**src/shared/iap_regs.svh**
```systemverilog
// Purpose: offsets, field positions, reset values and widths of the
//          indirect addressing pointer unit
// Assumes: APB byte addressing, every register one aligned 32-bit word
// Notes:   definitions only, no logic
//
// Overview of operation
// [RULE_01] any virtual location access except offset drives its pointer onto the memory address
// [RULE_02] pre-increment location bumps the pointer first, then accesses memory
// [RULE_03] post-decrement location accesses memory, then subtracts one from pointer
// [RULE_04] offset location addresses memory at pointer plus working register
// [RULE_05] virtual locations hold no storage; reads and writes go to memory
// [RULE_06] plain location keeps pointer; post-increment accesses then adds one
`ifndef IAP_REGS_SVH
`define IAP_REGS_SVH

// ****************************************************************
// bus and field widths
// ****************************************************************
`define IAP_APB_AW 8
`define IAP_DATA_W 8
`define IAP_PTR_W 12
`define IAP_HIGH_W 4
`define IAP_NUM_PTR 3

// ****************************************************************
// per-pointer block: base is pointer index times the stride
// ****************************************************************
`define IAP_PTR_STRIDE 8'h20
`define IAP_OFS_PLAIN 5'h00
`define IAP_OFS_POST_INC 5'h04
`define IAP_OFS_POST_DEC 5'h08
`define IAP_OFS_PRE_INC 5'h0C
`define IAP_OFS_OFFSET 5'h10
`define IAP_OFS_LOW 5'h14
`define IAP_OFS_HIGH 5'h18

// ****************************************************************
// shared block (pointer index field = 3)
// ****************************************************************
`define IAP_SHARED_IDX 2'h3
`define IAP_OFS_WORKING 5'h00
`define IAP_OFS_BANK 5'h04
`define IAP_OFS_LAST_ADDR 5'h08

// ****************************************************************
// reset values
// ****************************************************************
`define IAP_RST_LOW 8'h00
`define IAP_RST_HIGH 4'h0
`define IAP_RST_WORKING 8'h00
`define IAP_RST_BANK 4'h0

`endif

```
**src/shared/iap_pkg.sv**
```systemverilog
// Purpose: types of the indirect addressing pointer unit
// Assumes: constants live in iap_regs.svh
// Notes:   nothing here is imported; users write iap_pkg::name
package iap_pkg;

	// ****************************************************************
	// controller states
	// ****************************************************************
	typedef enum logic [2:0] {
		IAP_ST_IDLE = 3'b000,
		IAP_ST_PRE = 3'b001,
		IAP_ST_MEM = 3'b010,
		IAP_ST_WAIT = 3'b011,
		IAP_ST_DONE = 3'b100
	} iap_state_t;

	// ****************************************************************
	// kinds of location inside a pointer block
	// ****************************************************************
	typedef enum logic [2:0] {
		IAP_LOC_PLAIN = 3'b000,
		IAP_LOC_POST_INC = 3'b001,
		IAP_LOC_POST_DEC = 3'b010,
		IAP_LOC_PRE_INC = 3'b011,
		IAP_LOC_OFFSET = 3'b100,
		IAP_LOC_LOW = 3'b101,
		IAP_LOC_HIGH = 3'b110,
		IAP_LOC_NONE = 3'b111
	} iap_loc_t;

endpackage

```
**src/verilog/iap_indirect_unit.sv**
```systemverilog
// Purpose: indirect data-memory addressing through three pointers
// Assumes: synchronous data memory, read data valid one cycle after the
//          read strobe; APB master on the same clock
// Notes:   one APB transfer at a time; virtual locations never store
//
// The APB interface to the registers and the address map were left to the implementer.
`timescale 1ns/100ps
`include "iap_regs.svh"

module iap_indirect_unit #(
	parameter int AW = `IAP_APB_AW,
	parameter int PTR_W = `IAP_PTR_W,
	parameter int NUM_PTR = `IAP_NUM_PTR
) (
	// clock and reset
	input wire logic clock,
	input wire logic resetn,
	// apb slave
	input wire logic psel,
	input wire logic penable,
	input wire logic pwrite,
	input wire logic [AW-1:0] paddr,
	input wire logic [31:0] pwdata,
	output logic pready,
	output logic [31:0] prdata,
	output logic pslverr,
	// data memory port
	output logic [PTR_W-1:0] mem_addr,
	output logic [7:0] mem_wdata,
	output logic mem_we,
	output logic mem_re,
	input wire logic [7:0] mem_rdata
);

	// ****************************************************************
	// decoding helpers
	// ****************************************************************

	// location kind from a byte address
	function automatic iap_pkg::iap_loc_t decode_loc(
		input logic [AW-1:0] a
	);
		iap_pkg::iap_loc_t k;
		k = iap_pkg::IAP_LOC_NONE;
		if (a[AW-1:7] == '0 && a[1:0] == 2'h0 &&
			a[6:5] != `IAP_SHARED_IDX) begin
			case (a[4:0])
				`IAP_OFS_PLAIN: k = iap_pkg::IAP_LOC_PLAIN;
				`IAP_OFS_POST_INC: k = iap_pkg::IAP_LOC_POST_INC;
				`IAP_OFS_POST_DEC: k = iap_pkg::IAP_LOC_POST_DEC;
				`IAP_OFS_PRE_INC: k = iap_pkg::IAP_LOC_PRE_INC;
				`IAP_OFS_OFFSET: k = iap_pkg::IAP_LOC_OFFSET;
				`IAP_OFS_LOW: k = iap_pkg::IAP_LOC_LOW;
				`IAP_OFS_HIGH: k = iap_pkg::IAP_LOC_HIGH;
				default: k = iap_pkg::IAP_LOC_NONE;
			endcase
		end
		return k;
	endfunction

	// shared register select: 0 working, 1 bank, 2 last address, 3 none
	function automatic logic [1:0] decode_shared(input logic [AW-1:0] a);
		logic [1:0] s;
		s = 2'h3;
		if (a[AW-1:7] == '0 && a[1:0] == 2'h0 &&
			a[6:5] == `IAP_SHARED_IDX) begin
			case (a[4:0])
				`IAP_OFS_WORKING: s = 2'h0;
				`IAP_OFS_BANK: s = 2'h1;
				`IAP_OFS_LAST_ADDR: s = 2'h2;
				default: s = 2'h3;
			endcase
		end
		return s;
	endfunction

	// true for the five memory-redirecting locations
	function automatic logic is_virtual(input iap_pkg::iap_loc_t k);
		return (k == iap_pkg::IAP_LOC_PLAIN) ||
			(k == iap_pkg::IAP_LOC_POST_INC) ||
			(k == iap_pkg::IAP_LOC_POST_DEC) ||
			(k == iap_pkg::IAP_LOC_PRE_INC) ||
			(k == iap_pkg::IAP_LOC_OFFSET);
	endfunction

	// ****************************************************************
	// state and request registers
	// ****************************************************************
	iap_pkg::iap_state_t state_ff;
	iap_pkg::iap_state_t nxt_state;
	iap_pkg::iap_loc_t req_loc_ff;
	logic [1:0] req_ptr_ff;
	logic req_write_ff;
	logic [7:0] req_wdata_ff;
	logic [7:0] working_ff;
	logic [`IAP_HIGH_W-1:0] bank_ff;
	logic [PTR_W-1:0] last_addr_ff;
	logic pready_ff;
	logic pslverr_ff;
	logic [31:0] prdata_ff;
	logic [PTR_W-1:0] mem_addr_ff;
	logic [7:0] mem_wdata_ff;
	logic mem_we_ff;
	logic mem_re_ff;

	// decoded view of the bus
	iap_pkg::iap_loc_t bus_loc;
	logic [1:0] bus_ptr;
	logic [1:0] bus_shared;
	logic access;
	logic start;

	// pointer controls and values
	logic [NUM_PTR-1:0] ptr_wr_low;
	logic [NUM_PTR-1:0] ptr_wr_high;
	logic [NUM_PTR-1:0] ptr_inc;
	logic [NUM_PTR-1:0] ptr_dec;
	logic [PTR_W-1:0] ptr_val [0:NUM_PTR-1];
	logic [PTR_W-1:0] cur_ptr;
	logic [PTR_W-1:0] req_ptr_val;
	logic [PTR_W-1:0] offset_ext;
	logic [PTR_W-1:0] eff_addr;

	assign bus_loc = decode_loc(paddr);
	assign bus_ptr = paddr[6:5];
	assign bus_shared = decode_shared(paddr);
	assign access = psel && penable;
	assign start = access && (state_ff == iap_pkg::IAP_ST_IDLE);

	// ****************************************************************
	// pointer instances
	// ****************************************************************
	genvar gi;
	generate
		for (gi = 0; gi < NUM_PTR; gi++) begin : g_ptr
			iap_pointer #(
				.PTR_W(PTR_W)
			) u_ptr (
				.clock(clock),
				.resetn(resetn),
				.wr_low(ptr_wr_low[gi]),
				.wr_high(ptr_wr_high[gi]),
				.wdata(pwdata[7:0]),
				.inc(ptr_inc[gi]),
				.dec(ptr_dec[gi]),
				.ptr_ff(ptr_val[gi])
			);

			// byte writes straight from the bus
			assign ptr_wr_low[gi] = start && pwrite &&
				bus_ptr == 2'(gi) && bus_loc == iap_pkg::IAP_LOC_LOW;
			assign ptr_wr_high[gi] = start && pwrite &&
				bus_ptr == 2'(gi) && bus_loc == iap_pkg::IAP_LOC_HIGH;

			// pre step on start, post step when the access completes
			assign ptr_inc[gi] = (start && bus_ptr == 2'(gi) &&
				bus_loc == iap_pkg::IAP_LOC_PRE_INC) || // [RULE_02]
				(state_ff == iap_pkg::IAP_ST_WAIT &&
				req_ptr_ff == 2'(gi) &&
				req_loc_ff == iap_pkg::IAP_LOC_POST_INC); // [RULE_06]
			assign ptr_dec[gi] = state_ff == iap_pkg::IAP_ST_WAIT &&
				req_ptr_ff == 2'(gi) &&
				req_loc_ff == iap_pkg::IAP_LOC_POST_DEC; // [RULE_03]
		end
	endgenerate

	// ****************************************************************
	// address forming
	// ****************************************************************
	// working register is a signed offset, sign extended to pointer width
	assign offset_ext = {{(PTR_W-8){working_ff[7]}}, working_ff};

	// pointer that the bus is addressing, shared block reads as zero
	always_comb begin
		cur_ptr = '0;
		req_ptr_val = '0;
		if (bus_ptr != `IAP_SHARED_IDX) begin
			cur_ptr = ptr_val[bus_ptr];
		end
		if (req_ptr_ff != `IAP_SHARED_IDX) begin
			req_ptr_val = ptr_val[req_ptr_ff];
		end
	end

	// pointer as address, plus working register for the offset location
	always_comb begin
		eff_addr = cur_ptr; // [RULE_01] [RULE_03] [RULE_06]
		if (bus_loc == iap_pkg::IAP_LOC_OFFSET) begin
			eff_addr = cur_ptr + offset_ext; // [RULE_04]
		end
	end

	// ****************************************************************
	// controller
	// ****************************************************************
	// next state: memory accesses take the long path
	always_comb begin
		nxt_state = state_ff;
		case (state_ff)
			iap_pkg::IAP_ST_IDLE: begin
				if (start && is_virtual(bus_loc)) begin
					if (bus_loc == iap_pkg::IAP_LOC_PRE_INC) begin
						nxt_state = iap_pkg::IAP_ST_PRE; // [RULE_02]
					end else begin
						nxt_state = iap_pkg::IAP_ST_MEM;
					end
				end else if (start) begin
					nxt_state = iap_pkg::IAP_ST_DONE;
				end
			end
			iap_pkg::IAP_ST_PRE: nxt_state = iap_pkg::IAP_ST_MEM;
			iap_pkg::IAP_ST_MEM: nxt_state = iap_pkg::IAP_ST_WAIT;
			iap_pkg::IAP_ST_WAIT: nxt_state = iap_pkg::IAP_ST_DONE;
			iap_pkg::IAP_ST_DONE: nxt_state = iap_pkg::IAP_ST_IDLE;
			default: nxt_state = iap_pkg::IAP_ST_IDLE;
		endcase
	end

	// state register
	always_ff @(posedge clock or negedge resetn) begin
		if (!resetn) begin
			state_ff <= iap_pkg::IAP_ST_IDLE;
		end else begin
			state_ff <= nxt_state;
		end
	end

	// request capture at the start of a transfer
	always_ff @(posedge clock or negedge resetn) begin
		if (!resetn) begin
			req_loc_ff <= iap_pkg::IAP_LOC_NONE;
			req_ptr_ff <= 2'h0;
			req_write_ff <= 1'b0;
			req_wdata_ff <= 8'h00;
		end else if (start) begin
			req_loc_ff <= bus_loc;
			req_ptr_ff <= bus_ptr;
			req_write_ff <= pwrite;
			req_wdata_ff <= pwdata[7:0];
		end
	end

	// ****************************************************************
	// data memory port
	// ****************************************************************
	// strobes stand for exactly one cycle; nothing is stored locally
	always_ff @(posedge clock or negedge resetn) begin
		if (!resetn) begin
			mem_addr_ff <= '0;
			mem_wdata_ff <= 8'h00;
			mem_we_ff <= 1'b0;
			mem_re_ff <= 1'b0;
		end else if (start && is_virtual(bus_loc) &&
			bus_loc != iap_pkg::IAP_LOC_PRE_INC) begin
			mem_addr_ff <= eff_addr; // [RULE_01] [RULE_04]
			mem_wdata_ff <= pwdata[7:0]; // [RULE_05]
			mem_we_ff <= pwrite; // [RULE_05]
			mem_re_ff <= !pwrite; // [RULE_05]
		end else if (state_ff == iap_pkg::IAP_ST_PRE) begin
			mem_addr_ff <= req_ptr_val; // [RULE_02]
			mem_wdata_ff <= req_wdata_ff;
			mem_we_ff <= req_write_ff;
			mem_re_ff <= !req_write_ff;
		end else begin
			mem_we_ff <= 1'b0;
			mem_re_ff <= 1'b0;
		end
	end

	// last memory address used, for software to inspect
	always_ff @(posedge clock or negedge resetn) begin
		if (!resetn) begin
			last_addr_ff <= '0;
		end else if (state_ff == iap_pkg::IAP_ST_MEM) begin
			last_addr_ff <= mem_addr_ff;
		end
	end

	// ****************************************************************
	// shared registers
	// ****************************************************************
	// working register and bank selector, software written
	always_ff @(posedge clock or negedge resetn) begin
		if (!resetn) begin
			working_ff <= `IAP_RST_WORKING;
			bank_ff <= `IAP_RST_BANK;
		end else if (start && pwrite && bus_shared == 2'h0) begin
			working_ff <= pwdata[7:0];
		end else if (start && pwrite && bus_shared == 2'h1) begin
			bank_ff <= pwdata[`IAP_HIGH_W-1:0];
		end
	end

	// ****************************************************************
	// apb answer
	// ****************************************************************
	// ready for one cycle; memory reads take data in the wait state
	always_ff @(posedge clock or negedge resetn) begin
		if (!resetn) begin
			pready_ff <= 1'b0;
			pslverr_ff <= 1'b0;
			prdata_ff <= 32'h0000_0000;
		end else begin
			pready_ff <= 1'b0;
			pslverr_ff <= 1'b0;
			if (start && !is_virtual(bus_loc)) begin
				pready_ff <= 1'b1;
				prdata_ff <= 32'h0000_0000;
				if (bus_loc == iap_pkg::IAP_LOC_LOW) begin
					prdata_ff[7:0] <= cur_ptr[7:0];
				end else if (bus_loc == iap_pkg::IAP_LOC_HIGH) begin
					prdata_ff[PTR_W-9:0] <= cur_ptr[PTR_W-1:8];
				end else if (bus_shared == 2'h0) begin
					prdata_ff[7:0] <= working_ff;
				end else if (bus_shared == 2'h1) begin
					prdata_ff[`IAP_HIGH_W-1:0] <= bank_ff;
				end else if (bus_shared == 2'h2) begin
					prdata_ff[PTR_W-1:0] <= last_addr_ff;
				end else begin
					pslverr_ff <= 1'b1; // unmapped address
				end
			end else if (state_ff == iap_pkg::IAP_ST_WAIT) begin
				pready_ff <= 1'b1;
				prdata_ff <= 32'h0000_0000;
				if (!req_write_ff) begin
					prdata_ff[7:0] <= mem_rdata; // [RULE_05]
				end
			end
		end
	end

	// ****************************************************************
	// outputs
	// ****************************************************************
	assign pready = pready_ff;
	assign pslverr = pslverr_ff;
	assign prdata = prdata_ff;
	assign mem_addr = mem_addr_ff;
	assign mem_wdata = mem_wdata_ff;
	assign mem_we = mem_we_ff;
	assign mem_re = mem_re_ff;

endmodule

```
**src/verilog/iap_pointer.sv**
```systemverilog
// Purpose: one indirect pointer, low byte plus high nibble
// Assumes: at most one of the controls is active in any cycle
// Notes:   increment and decrement wrap around the full pointer width
`timescale 1ns/100ps
`include "iap_regs.svh"

module iap_pointer #(
	parameter int PTR_W = `IAP_PTR_W
) (
	// clock and reset
	input wire logic clock,
	input wire logic resetn,
	// controls
	input wire logic wr_low,
	input wire logic wr_high,
	input wire logic [7:0] wdata,
	input wire logic inc,
	input wire logic dec,
	// pointer value
	output logic [PTR_W-1:0] ptr_ff
);

	// ****************************************************************
	// pointer register
	// ****************************************************************
	// byte writes, or a step of one up or down
	always_ff @(posedge clock or negedge resetn) begin
		if (!resetn) begin
			ptr_ff <= {`IAP_RST_HIGH, `IAP_RST_LOW};
		end else if (wr_low) begin
			ptr_ff[7:0] <= wdata;
		end else if (wr_high) begin
			ptr_ff[PTR_W-1:8] <= wdata[PTR_W-9:0];
		end else if (inc) begin
			ptr_ff <= ptr_ff + {{(PTR_W-1){1'b0}}, 1'b1}; // [RULE_02]
		end else if (dec) begin
			ptr_ff <= ptr_ff - {{(PTR_W-1){1'b0}}, 1'b1}; // [RULE_03]
		end
	end

endmodule

```
**config.mk**
```make
export PLATFORM = sky130hd
export DESIGN_NAME = iap_indirect_unit
export DESIGN_NICKNAME = d
export VERILOG_FILES = /design/src/shared/iap_pkg.sv /design/src/verilog/iap_indirect_unit.sv /design/src/verilog/iap_pointer.sv
export VERILOG_INCLUDE_DIRS = /design/src /design/src/shared
export SDC_FILE = /design/constraint.sdc
export NUM_CORES = 1
export LEC_CHECK = 0
export ABC_AREA = 0
export BUFFER_PORTS_ARGS = -buffer_cell sky130_fd_sc_hd__buf_2
export CAP_MARGIN = 20
export CORE_ASPECT_RATIO = 0.6
export CORE_MARGIN = 10
export CORE_UTILIZATION = 55
export CTS_CLUSTER_DIAMETER = 200
export CTS_CLUSTER_SIZE = 20
export DETAILED_ROUTE_END_ITERATION = 10
export PLACE_DENSITY_LB_ADDON = 0.05
export RECOVER_POWER = 50
export SLEW_MARGIN = 20
export SYNTH_ARGS = -nofsm -noshare
export SYNTH_HDL_FRONTEND = slang
export SYNTH_HIERARCHICAL = 1
export SYNTH_SLANG_ARGS = --single-unit
export TNS_END_PERCENT = 50
```
**constraint.sdc**
```tcl
create_clock -name clock -period 4.2 [get_ports clock]
set_input_delay 0.84 -clock clock [delete_from_list [all_inputs] [get_ports clock]]
set_output_delay 0.84 -clock clock [all_outputs]
set_load 0.03 [all_outputs]
```
== Word-level counts from Yosys, hierarchy flattened ==
Index checks and enable logic that the tools add are counted.
Cells by class
  reductions and logical operators: 67
  mux-type cells: 65
  bitwise operators: 7
  add/sub/neg operators: 7
  $lt $le $gt $ge: 2
  equality and inequality tests: 31
Operators with widths (number)
  $mux 12: 21
  $mux 8: 13
  $mux 32: 2
  $bmux 12 s2: 2
  $add 12x1->12 const B: 3
  $sub 12x1->12 const B: 3
  $logic_and 1x1->1: 35
  $mux 4: 7
  $pmux 3 s7: 1
  $reduce_bool 3->1: 6
  $eq 3x2->1 const B: 5
  $eq 5x5->1 const B: 3
  $reduce_and 2->1: 7
  $add 12x12->12: 1
  $mux 1: 12
  $pmux 3 s4: 1
  $eq 5x4->1 const B: 2
  $eq 3x1->1 const B: 3
  $eq 3x3->1 const B: 3
  $mux 3: 3
  $eq 2x2->1 const B: 4
  $logic_not 2->1: 4
  $logic_or 1x1->1: 7
  $eq 2x1->1 const B: 3
  other kinds (13): 28
Word-level totals
  output and inout port bits: 56
  input port bits: 53
  register bits: 133

== Depth between registers and ports, before layout ==
Gate-level depths: netlist (run 1).
  word-level depth: 17
  gate-level depth with buffers: 15

== Modules after synthesis ==
Netlist (run 1), hierarchy kept.
By module, submodules not included
  iap_indirect_unit: area an instance 4853.4 µm², times used 1, cells each 525
  iap_pointer: area an instance 1117.3 µm², times used 3, cells each 133

== Least setup slack after synthesis (run 1) ==
OpenSTA, ideal clock, no wires.
  path kind: input port to flip-flop
  start: in paddr[3]
  end: reg g_ptr[0].u_ptr.ptr_ff[8]
  stages: 11
  setup slack: 0.413 ns
  arrival: 3.655 ns
  cell sequence: buf_2 buf_1 nand4_1 o31ai_1 inv_1 ha_1 a211oi_2 o21a_4 o31ai_1 mux2i_1 o211ai_1
On the way
  cells in the longest elaborated chain, start to end: 8
Ends and longest elaborated chain
  start: declaration: line iap_indirect_unit.sv:22  | input wire logic [AW-1:0] paddr,
  $eq 5x5->1, or another cell as far along: line iap_indirect_unit.sv:47  | case (a[4:0])
  $pmux 3 s7 *: line iap_indirect_unit.sv:47
  $mux 3 *: line iap_indirect_unit.sv:45  | if (a[AW-1:7] == '0 && a[1:0] == 2'h0 &&
  $eq 3x2->1 *: line iap_indirect_unit.sv:157  | bus_loc == iap_pkg::IAP_LOC_PRE_INC) ||
  $logic_and 1x1->1 *: line iap_indirect_unit.sv:156  | assign ptr_inc[gi] = (start && bus_ptr == 2'(gi) &&
  $logic_or 1x1->1 *: line iap_indirect_unit.sv:157
  named net ptr_inc[0]: line iap_indirect_unit.sv:116  | logic [NUM_PTR-1:0] ptr_inc;
  $reduce_bool 3->1 (no source line) / $mux 12 (equally long branches)
  $reduce_and 2->1 (no source line) / $mux 4 (equally long branches)
  end signal: assignment: line iap_pointer.sv:29  | ptr_ff <= {`IAP_RST_HIGH, `IAP_RST_LOW};
  end signal: indexed assignment: line iap_pointer.sv:33  | ptr_ff[PTR_W-1:8] <= wdata[PTR_W-9:0];
  end signal: assignment: line iap_pointer.sv:35  | ptr_ff <= ptr_ff + {{(PTR_W-1){1'b0}}, 1'b1};
  end: declaration: line iap_pointer.sv:20  | output logic [PTR_W-1:0] ptr_ff
The timed path passes the listed nets; every way through them passes the cells marked *.
A chain may end at the register's enable or synchronous reset.

== Final worst setup path (run 1) ==
  start: reg state_ff[2]
  end: reg g_ptr[1].u_ptr.ptr_ff[10]
On the way
  cells in the longest elaborated chain, start to end: 7
Ends and longest elaborated chain
  start: declaration: line iap_indirect_unit.sv:89  | iap_pkg::iap_state_t state_ff;
  start signal: assignment: line iap_indirect_unit.sv:222  | state_ff <= iap_pkg::IAP_ST_IDLE;
  start signal: assignment: line iap_indirect_unit.sv:224  | state_ff <= nxt_state;
  $logic_not 3->1 *: line iap_indirect_unit.sv:128  | assign start = access && (state_ff == iap_pkg::IAP_ST_IDLE);
  $logic_and 1x1->1 *: line iap_indirect_unit.sv:128
  $logic_and 1x1->1 * (2 in series): line iap_indirect_unit.sv:152  | assign ptr_wr_high[gi] = start && pwrite &&
  $logic_and 1x1->1 *: line iap_indirect_unit.sv:153  | bus_ptr == 2'(gi) && bus_loc == iap_pkg::IAP_LOC_HIGH;
  named net ptr_wr_high[1]: line iap_indirect_unit.sv:115  | logic [NUM_PTR-1:0] ptr_wr_high;
  $reduce_bool 3->1 (no source line)
  $reduce_and 2->1 (no source line)
  end signal: assignment: line iap_pointer.sv:29
  end signal: indexed assignment: line iap_pointer.sv:33
  end signal: assignment: line iap_pointer.sv:35
  end: declaration: line iap_pointer.sv:20
Marks and branches as above.

==> results of run 1 <==
## layout make-up
type	count	share of cell area, %
flip-flops and latches	113	30.2
clock inverters	14	1.56
clock buffers	18	4.69
inverters	19	0.762
well taps	198	2.65
repair buffers	100	6.36
multi-input cells	748	53.7
## sequential cells by signal (all words and copies together), names as in the netlist
| name | count |
|---|---|
| req_wdata_ff | 8 |
| bank_ff | 4 |
| pready | 1 |
| state_ff | 3 |
| req_write_ff | 1 |
| mem_addr | 12 |
| req_loc_ff | 3 |
| working_ff | 8 |
| last_addr_ff | 12 |
| mem_we | 1 |
| mem_re | 1 |
| prdata | 12 |
| g_ptr.u_ptr/ptr_ff | 36 |
| mem_wdata | 8 |
| pslverr | 1 |
| req_ptr_ff | 2 |
## cell families after synthesis
| logic type | share of synthesized area (%) |
|---|---|
| xor+xnor | 1.92 |
| flops | 34.5 |
| compound gates | 23.2 |
| buf+inv | 5.17 |
| simple gates | 17.6 |
| mux | 10.3 |
| fa+ha+maj | 7.35 |
| other cells | 0.0457 |
## worst paths after layout
path,cells past startpoint,slack (ns),startpoint,end
min,2,0.49,mem_wdata[1],mem_wdata[1]
min reg2reg,2,0.49,mem_wdata[1],mem_wdata[1]
max reg2reg,10,0.41,state_ff[2],g_ptr[1].u_ptr/ptr_ff[10]
max,10,0.41,state_ff[2],g_ptr[1].u_ptr/ptr_ff[10]
min in group asynchronous,1,1.02,resetn,g_ptr[2].u_ptr/ptr_ff[1]
max in group asynchronous,1,1.91,resetn,g_ptr[1].u_ptr/ptr_ff[2]
## stage by stage
step,hold slack (ns),setup WS [ns]
4_1_cts,0.484,0.476
5_1_grt,0.503,0.159
6_report,0.487,0.412
2_1_floorplan,0.470,0.413
3_5_place_dp,0.465,0.0251
3_3_place_gp,0.454,0.0968
## power by group through the flow
| stage | Sequential (W) | Clock (W) | Combinational [W] |
|---|---|---|---|
| after CTS | 0.00164 | 0.00147 | 0.00162 |
| after floorplan | 0.00177 | 0 | 0.000986 |
| after detailed placement | 0.00166 | 0 | 0.00161 |
| final | 0.00164 | 0.00145 | 0.00161 |
| after global placement | 0.00163 | 0 | 0.00157 |
| after global routing | 0.00167 | 0.00152 | 0.00175 |
## worst reg2reg max path, delay by kind of cell, from the launching register on
kind | cells | cell delay (ns)
and+or+nand+nor | 4 | 1.41
buffers and inverters | 3 | 1.36
AOI/OAI and AO/OA | 3 | 0.48
DFF | 1 | 0.45
## layout by cell type, fill, tap and decap left out, drive strengths merged, types with 20 or more instances in the layout
cell	n
dfrtp	110
nand2	102
buf	97
o21ai	85
nor2	73
a21oi	66
mux2i	47
ha	41
mux2	33
a211oi	29
nor3	27
inv	27
clkbuf	21
conb	20
## metal layers
| metal | global-route usage [%] | vias up |
|---|---|---|
| li1 | - | 3523 |
| met1 | 36.9 | 3570 |
| met2 | 35.2 | 359 |
| met3 | 8.79 | 38 |
| met4 | 7.47 | 0 |
| met5 | 0 | - |
==> results.sh, run 1 <==
export IMPL_top_layer_used="met4"
export IMPL_critPathKind="reg -> reg"
export IMPL_drt_initial_drc_count=722
export IMPL_first_pass_iters=6
export IMPL_nets=1097
export IMPL_io_pin_count=109
export IMPL_cts_tree="yes"
export IMPL_fin_skew_ns=0.00855
export IMPL_wl_um=26000
export IMPL_cp_arrival_ns=4.12
export IMPL_globalRouteTotalUtil_pct=25.6
export IMPL_cts_resized=0
export IMPL_fin_crit_ns=3.79
export IMPL_pwr_share_comb_pct=34.2
export IMPL_grt_max_degree=85
export IMPL_synthArstFlopShare_pct=100
export IMPL_dp_hpwl_um=19400
export IMPL_met2_length_um=10400
export IMPL_crit_buf_inv=3
export IMPL_multi_input_area_sq_um=5030
export IMPL_place_area_sq_um=8800
export IMPL_crit_path_frequent_cell="buf_4"
export IMPL_worstSetupEndpointType="flop"
export IMPL_ys_warn_count=6
export IMPL_clkTransAtPathRegs_ns=0.06
export IMPL_synth_area_leader_cell="dfrtp_1"
export IMPL_antenna_left=0
export IMPL_synthDistinctLibCells=65
export IMPL_vdd_drop_max_mv=0.339
export IMPL_cap_violations=1
export IMPL_synth_area_leaders="dfrtp_1 34%, ha_1 6.3%, mux2i_1 5.7%, o21ai_0 4.8%, nand2_1 4.7%"
export IMPL_first_global_vias=7143
export IMPL_n_fill_cell=1228
export IMPL_start_kind="flop"
export IMPL_gr_total_overflow=0
export IMPL_finalInstanceArea_sq_um=9360
export IMPL_synth_area_per_cell_sq_um=8.88
export IMPL_syn_inst=924
export IMPL_powerDensity_nw_per_um2=503
export IMPL_synth_edf_count=0
export IMPL_holdCritPathClass="reg -> reg"
export IMPL_viasPerCell=6.19
export IMPL_clock_path_buffers=2
export IMPL_power_total_w=0.00471
export IMPL_vias=7490
export IMPL_clock_latency_ns=0.43
export IMPL_p_switching_w=0.00186
export IMPL_crit_fanout=19
export IMPL_intPower_w=0.00285
export IMPL_area_growth_pct=14.1
export IMPL_setup_viol=0
export IMPL_swShare_pct=39.4
export IMPL_chipHeight_um=115
export IMPL_ys_seq_area_share_pct=34.5
export IMPL_wl_met1_um=12000
export IMPL_power_frac_seq_pct=34.9
export IMPL_rsz0062_at_grt="no"
export IMPL_netlist_area_sq_um=8210
export IMPL_met3_length_um=3090
export IMPL_worstPathRequired_ns=4.54
export IMPL_cts_sinks=113
export IMPL_worstMarginPinSlew_ns=2.13
export IMPL_fin_util_pct=64.4
export IMPL_gp_congestion=0.933
export IMPL_wire_per_inst_um=21.5
export IMPL_start_util_pct=56.4
export IMPL_die_w_um=178
export IMPL_num_rows=34
export IMPL_crit_chain="nor4_1 > clkbuf_1 > nand2_1 > nor3_1 > buf_4 > o21bai_1 > buf_4 > o22ai_1 > nor4b_1 > a211oi_1"
export IMPL_violations="max-capacitance violations, max-slew violations"
export IMPL_ys_ff_latch=113
export IMPL_grt_pass1_wl_um=40400
export IMPL_status="finished, violations left"
export IMPL_slew_headroom_pct=-41.7
export IMPL_timing_final_crit_share_pct=90.2
export IMPL_setup_tns_final_ns=0
export IMPL_cpMaxStageDelayCell="clkbuf_1"
export IMPL_layoutNonFillerInstCount=1210
export IMPL_die_area_sq_um=20400
export IMPL_netlist_area_leader_share_pct=33.5
export IMPL_cts_root_buf="clkbuf_16"
export IMPL_diodes=0
export IMPL_port_buffers=64
export IMPL_critPathTopFamily="simple AND/OR/NAND/NOR gates"
export IMPL_htreeDepth=4
export IMPL_cts_buffers=17
export IMPL_placed_cells=1178
export IMPL_postCtsSetupRepairBufs=0
export IMPL_hold_violations=0
export IMPL_max_freq_ghz=0.264
export IMPL_drcViolationCount=0
export IMPL_yosysMostFrequentCell="dfrtp_1"
export IMPL_layout_drive_gt1_share_pct=20.1
export IMPL_ys_top_cells_by_count="110 x dfrtp_1, 102 x nand2_1, 78 x o21ai_0"
export IMPL_ctsHoldBuffers=0
export IMPL_cpPeakStageDelay_ns=0.89
export IMPL_antenna_found_initial=0
export IMPL_drv_slew=84
export IMPL_p_leak_nw=4.20
export IMPL_core_sq_um=14500
export IMPL_ys_flop_type="dfrtp_1"
export IMPL_pwr_share_clk_pct=30.9
export IMPL_register_area_sq_um=2830
No activity file was read; power rests on OpenSTA's default activity.
==> run 2, diff against run 1 <==
--- a/config.mk
+++ b/config.mk
@@ -6,7 +6,7 @@
 export SDC_FILE = /design/constraint.sdc
 export NUM_CORES = 1
 export LEC_CHECK = 0
-export ABC_AREA = 0
+export ABC_AREA = 1
 export BUFFER_PORTS_ARGS = -buffer_cell sky130_fd_sc_hd__buf_2
 export CAP_MARGIN = 20
 export CORE_ASPECT_RATIO = 0.6
==> run 2 against run 1 <==
  * The run still ends with max-capacitance violations, max-slew violations left
  * Clock skew increased by 0.0055 ns
  * Cell count increased by 23%
  * Maximum frequency increased by 2.1%
  * Critical endpoint is now g_ptr[0].u_ptr/ptr_ff[6]
  * Highest routed layer unchanged
==> results.sh, run 2 <==
export IMPL_status="finished, violations left"
export IMPL_violations="max-capacitance violations, max-slew violations"
export IMPL_holdCritPathClass="reg -> reg"
export IMPL_area_growth_pct=12.7
export IMPL_multi_input_area_sq_um=4810
export IMPL_netlist_area_leader_share_pct=32.3
export IMPL_n_fill_cell=1430
export IMPL_ys_seq_area_share_pct=33.2
export IMPL_worstMarginPinSlew_ns=2.86
export IMPL_globalRouteTotalUtil_pct=26.1
export IMPL_met2_length_um=10200
export IMPL_p_leak_nw=5.09
export IMPL_drv_slew=51
export IMPL_clock_path_buffers=2
export IMPL_synthDistinctLibCells=49
export IMPL_synth_area_per_cell_sq_um=7.15
export IMPL_vdd_drop_max_mv=0.389
export IMPL_cts_resized=0
export IMPL_die_w_um=181
export IMPL_whs_path_depth=2
export IMPL_gp_congestion=0.975
export IMPL_ys_ff_latch=113
export IMPL_clock_latency_ns=0.42
export IMPL_wire_per_inst_um=18.4
export IMPL_cap_violations=1
export IMPL_dp_hpwl_um=21300
export IMPL_ctsHoldBuffers=0
export IMPL_setup_tns_final_ns=0
export IMPL_synth_area_leader_cell="dfrtp_1"
export IMPL_fin_util_pct=62.8
export IMPL_ys_warn_count=6
export IMPL_start_util_pct=55.7
export IMPL_synth_edf_count=0
export IMPL_htreeDepth=4
export IMPL_top_register="g_ptr.u_ptr/ptr_ff"
export IMPL_syn_inst=1192
export IMPL_drcViolationCount=0
export IMPL_grt_max_degree=64
export IMPL_ys_flop_type="dfrtp_1"
export IMPL_antenna_found_initial=0
export IMPL_rrSetupSlack_ns=0.66
export IMPL_hold_violations=0
export IMPL_crit_fanout=11
export IMPL_first_global_vias=7672
export IMPL_cts_root_buf="clkbuf_16"
export IMPL_yosysMostFrequentCell="nand2_1"
export IMPL_top_layer_used="met4"
export IMPL_cts_tree="yes"
export IMPL_synth_area_leaders="dfrtp_1 32%, nand2_1 15%, inv_1 7.2%, ha_1 6.0%, nand3_1 4.3%"
export IMPL_slew_headroom_pct=-90.8
export IMPL_rr_endpoint="g_ptr[0].u_ptr/ptr_ff[6]"
export IMPL_io_pin_count=109
export IMPL_reg2reg_depth=14
export IMPL_core_sq_um=15300
export IMPL_layout_drive_gt1_share_pct=14.6
export IMPL_port_buffers=64
export IMPL_drt_initial_drc_count=951
export IMPL_wl_met1_um=13600
export IMPL_hp_start="mem_wdata[3]"
export IMPL_num_rows=35
export IMPL_critPathKind="in -> reg"
export IMPL_setup_viol=0
export IMPL_netlist_area_sq_um=8520
export IMPL_grt_pass1_wl_um=43000
export IMPL_wl_um=27300
export IMPL_worstPathRequired_ns=4.50
export IMPL_fin_crit_ns=3.71
export IMPL_antenna_left=0
export IMPL_cts_buffers=17
export IMPL_clkTransAtPathRegs_ns=0.06
export IMPL_powerDensity_nw_per_um2=707
export IMPL_timing_final_crit_share_pct=88.3
export IMPL_min_to="mem_wdata[3]"
export IMPL_diodes=0
export IMPL_ys_top_cells_by_count="346 x nand2_1, 164 x inv_1, 110 x dfrtp_1"
export IMPL_gr_total_overflow=0
export IMPL_viasPerCell=5.63
export IMPL_mostFrequentLayoutCell="nand2_1"
export IMPL_rsz0062_at_grt="no"
export IMPL_first_pass_iters=8
export IMPL_worstSetupEndpointType="flop"
export IMPL_r2r_start="state_ff[2]"
export IMPL_nets=1365
export IMPL_chipHeight_um=116
export IMPL_start_kind="input pin"
export IMPL_cp_arrival_ns=4.01
export IMPL_register_area_sq_um=2830
export IMPL_fin_skew_ns=0.0140
export IMPL_max_freq_ghz=0.270
export IMPL_mostFrequentLayoutCells="346 x nand2_1, 165 x inv_1, 110 x dfrtp_1"
export IMPL_vias=8351
export IMPL_die_area_sq_um=21000
export IMPL_synthArstFlopShare_pct=100
export IMPL_cts_sinks=113
export IMPL_largest_reg_flops=36
export IMPL_postCtsSetupRepairBufs=0
export IMPL_met3_length_um=3190
[run 2: logic make-up (layout without fill, tap and decap cells)]
logic type | after synthesis | count (layout) | share of synthesized area [%]
AOI/OAI and AO/OA | 204 | 204 | 15.5
xor gates and xnor gates | 21 | 21 | 2.16
adders and majority gates | 45 | 45 | 6.96
buffers and inverters | 220 | 289 | 11.0
DFF | 113 | 113 | 33.2
muxes | 2 | 2 | 0.264
other | 1 | 20 | 0.0440
and+or+nand+nor | 586 | 586 | 30.9
[run 2: where the power goes]
group | leakage, nW | switching [W] | total [W] | internal, W
Sequential | 1.48 | 0.000309 | 0.00176 | 0.00145
Clock | 0.296 | 0.000589 | 0.00148 | 0.000891
Combinational | 3.32 | 0.00236 | 0.00354 | 0.00119
Total | 5.09 | 0.00325 | 0.00679 | 0.00353
[run 2: area by class of cell]
class,count,area share [%]
multi-input cells,878,50.1
flip-flops and latches,113,29.5
inverters,181,7.10
clock buffers,17,4.43
repair buffers,76,4.34
well taps,203,2.65
clock inverters,15,1.83
[run 2: worst max-delay path: stages]
cell	delay, ns
buf_2	0.11
nor2_4	0.16
nand4_1	0.20
nor3_2	0.19
nand2_1	0.17
o21ai_0	0.55
inv_1	0.42
ha_1	0.47
nand2_1	0.14
inv_1	0.05
nand2_1	0.06
nand2_1	0.06
a21oi_1	0.24
xor2_1	0.24
o21ai_1	0.08
[run 2: through the flow]
stage	power, W	hold WS [ns]	std cells	cell area, sq um	setup slack (ns)
5_1_grt	0.00734	0.508	1483	9600	0.350
2_1_floorplan	0.00431	0.447	1211	8590	0.772
6_report	0.00679	0.489	1483	9600	0.489
4_1_cts	0.00675	0.477	1483	9620	0.759
3_5_place_dp	0.00525	0.474	1451	9020	0.326
3_3_place_gp	0.00519	0.468	1451	9020	0.332
[run 2: how the worst max path moves through the flow]
stage | from | end | slack [ns] | cells past startpoint
floorplan | paddr[1] | g_ptr[1].u_ptr/ptr_ff[8] | 0.77 | 15
global placement | paddr[1] | g_ptr[2].u_ptr/ptr_ff[8] | 0.33 | 16
detailed placement | paddr[1] | g_ptr[0].u_ptr/ptr_ff[6] | 0.33 | 15
CTS | paddr[1] | g_ptr[0].u_ptr/ptr_ff[6] | 0.76 | 15
global route | paddr[1] | g_ptr[0].u_ptr/ptr_ff[6] | 0.35 | 15
finish | paddr[1] | g_ptr[0].u_ptr/ptr_ff[6] | 0.49 | 15
[run 2: per-layer routing]
| metal | global-route usage [%] | vias to the layer above |
|---|---|---|
| met5 | 0 | - |
| met4 | 5.22 | 0 |
| met3 | 8.14 | 21 |
| met2 | 33.2 | 377 |
| met1 | 40.8 | 3929 |
| li1 | - | 4024 |
==> run 3, diff against run 2 <==
==> constraint.sdc (replaced) <==
create_clock -name clock -period 3.5 [get_ports clock]
set_input_delay 0.7 -clock clock [delete_from_list [all_inputs] [get_ports clock]]
set_output_delay 0.7 -clock clock [all_outputs]
set_load 0.03 [all_outputs]
==> run 3 against run 2 <==
  * The run still ends with max-capacitance violations, max-slew violations left
  * Largest power group unchanged
  * Critical endpoint is now g_ptr[2].u_ptr/ptr_ff[9]
  * Sequential share of layout area fell by 0.36 points
  * Register-to-register slack got worse by 0.28 ns
  * First-iteration DRC count is 0.74% lower
==> results.sh, run 3 (synthesis gave the netlist of run 2 again) <==
export IMPL_status="finished, violations left"
export IMPL_violations="max-capacitance violations, max-slew violations"
export IMPL_powerDensity_nw_per_um2=844
export IMPL_vdd_drop_max_mv=0.520
export IMPL_max_freq_ghz=0.321
export IMPL_ctsHoldBuffers=0
export IMPL_mostFrequentLayoutCells="346 x nand2_1, 165 x inv_1, 110 x dfrtp_1"
export IMPL_cpPeakStageDelay_ns=0.43
export IMPL_vias=8313
export IMPL_crit_chain="inv_1 > nand2_1 > nor3_1 > nand2_1 > o21ai_0 > inv_1 > ha_1 > nand2_1 > inv_1 > nand2_1 > nand2_2 > nand2_2 > nand3_1 > nand2_1 > nand3_1 > nand2_1 > nand2_1"
export IMPL_fin_skew_ns=0.0128
export IMPL_diodes=0
export IMPL_grt_pass1_wl_um=42700
export IMPL_first_global_vias=7734
export IMPL_chipHeight_um=116
export IMPL_drcViolationCount=0
export IMPL_htreeDepth=4
export IMPL_top_layer_used="met4"
export IMPL_top_register="g_ptr.u_ptr/ptr_ff"
export IMPL_met2_length_um=10200
export IMPL_clock_latency_ns=0.43
export IMPL_n_fill_cell=1408
export IMPL_critPathTopFamily="simple AND/OR/NAND/NOR gates"
export IMPL_power_total_w=0.00820
export IMPL_dp_hpwl_um=21000
export IMPL_swShare_pct=47.8
export IMPL_cp_arrival_ns=3.43
export IMPL_largest_reg_flops=36
export IMPL_grt_max_degree=68
export IMPL_cpMaxStageDelayCell="ha_1"
export IMPL_rsz0062_at_grt="no"
export IMPL_die_area_sq_um=21000
export IMPL_area_growth_pct=14.0
export IMPL_layout_drive_gt1_share_pct=15.4
export IMPL_mostFrequentLayoutCell="nand2_1"
export IMPL_globalRouteTotalUtil_pct=25.8
export IMPL_gp_congestion=0.981
export IMPL_antenna_left=0
export IMPL_cts_tree="yes"
export IMPL_pre_cts_ws_ns=0.0114
export IMPL_wire_per_inst_um=18.1
export IMPL_hold_violations=0
export IMPL_intPower_w=0.00428
export IMPL_setup_viol=0
export IMPL_timing_final_crit_share_pct=89.1
export IMPL_gr_total_overflow=0
export IMPL_die_w_um=181
export IMPL_start_util_pct=55.7
export IMPL_worstMarginPinSlew_ns=2.65
export IMPL_core_sq_um=15300
export IMPL_setup_tns_final_ns=0
export IMPL_slew_headroom_pct=-76.5
export IMPL_io_pin_count=109
export IMPL_met3_length_um=3460
export IMPL_power_frac_seq_pct=25.6
export IMPL_fin_util_pct=63.6
export IMPL_first_pass_iters=5
export IMPL_viasPerCell=5.55
export IMPL_wl_um=27100
export IMPL_worstSetupEndpointType="flop"
export IMPL_fin_ws_ns=0.380
export IMPL_cap_violations=1
export IMPL_cts_buffers=17
export IMPL_p_switching_w=0.00392
export IMPL_cts_resized=0
export IMPL_clkTransAtPathRegs_ns=0.07
export IMPL_fin_crit_ns=3.12
export IMPL_antenna_found_initial=0
export IMPL_nets=1380
export IMPL_wl_met1_um=13100
export IMPL_port_buffers=64
export IMPL_multi_input_area_sq_um=4810
export IMPL_postCtsSetupRepairBufs=0
export IMPL_crit_buf_inv=3
export IMPL_drt_initial_drc_count=944
export IMPL_start_kind="flop"
export IMPL_cts_sinks=113
export IMPL_pwr_share_clk_pct=22.4
export IMPL_p_leak_nw=5.16
export IMPL_clock_path_buffers=2
export IMPL_crit_fanout=11
export IMPL_worstPathRequired_ns=3.81
export IMPL_register_area_sq_um=2830
export IMPL_pwr_share_comb_pct=52.0
export IMPL_num_rows=35
export IMPL_crit_path_frequent_cell="nand2_1"
export IMPL_holdCritPathClass="reg -> reg"
export IMPL_drv_slew=47
export IMPL_cts_root_buf="clkbuf_16"
export IMPL_critPathKind="reg -> reg"
run 3: metal layers:
layer,global-route usage (%),vias up
li1,-,4066
met1,38.3,3801
met2,34.2,413
met3,9.38,33
met4,5.66,0
met5,0,-
run 3: power by group through the flow:
stage                     clock [W]  combinational, W  sequential, W
after floorplan                   0           0.00286        0.00231
after global placement            0           0.00414        0.00210
after detailed placement          0           0.00419        0.00211
after CTS                   0.00184           0.00422        0.00209
after global routing        0.00190           0.00480        0.00215
final                       0.00183           0.00426        0.00210
run 3: cell type report:
| type | instances | share of cell area (%) |
|---|---|---|
| clock buffer | 17 | 4.38 |
| clock inverter | 15 | 1.87 |
| inverter | 181 | 7.02 |
| multi-input combinational | 878 | 49.5 |
| sequential | 113 | 29.1 |
| tap | 203 | 2.61 |
| timing repair buffer | 91 | 5.43 |
run 3: through the flow:
step,std cells,cell area [sq um],hold slack (ns)
2_1_floorplan,1211,8590,0.404
3_3_place_gp,1466,9130,0.469
3_5_place_dp,1466,9130,0.472
4_1_cts,1498,9740,0.326
5_1_grt,1498,9720,0.514
6_report,1498,9720,0.485
run 3: worst reg2reg max path, stage by stage (launching register included):
cell	delay, ns
dfrtp_1	0.38
inv_1	0.08
nand2_1	0.10
nor3_1	0.31
nand2_1	0.21
o21ai_0	0.34
inv_1	0.32
ha_1	0.43
nand2_1	0.17
inv_1	0.06
nand2_1	0.08
nand2_2	0.07
nand2_2	0.07
nand3_1	0.07
nand2_1	0.07
nand3_1	0.12
nand2_1	0.09
nand2_1	0.04
run 3: final timing paths:
path / startpoint / endpoint / slack (ns) / depth (start not counted)
setup / recovery: state_ff[1] / g_ptr[2].u_ptr/ptr_ff[9] / 0.38 / 17
hold / removal: mem_wdata[1] / mem_wdata[1] / 0.49 / 2
hold reg to reg: mem_wdata[1] / mem_wdata[1] / 0.49 / 2
setup reg to reg: state_ff[1] / g_ptr[2].u_ptr/ptr_ff[9] / 0.38 / 17
max in group asynchronous: resetn / mem_addr[3] / 0.88 / 1
min in group asynchronous: resetn / g_ptr[2].u_ptr/ptr_ff[9] / 1.10 / 1
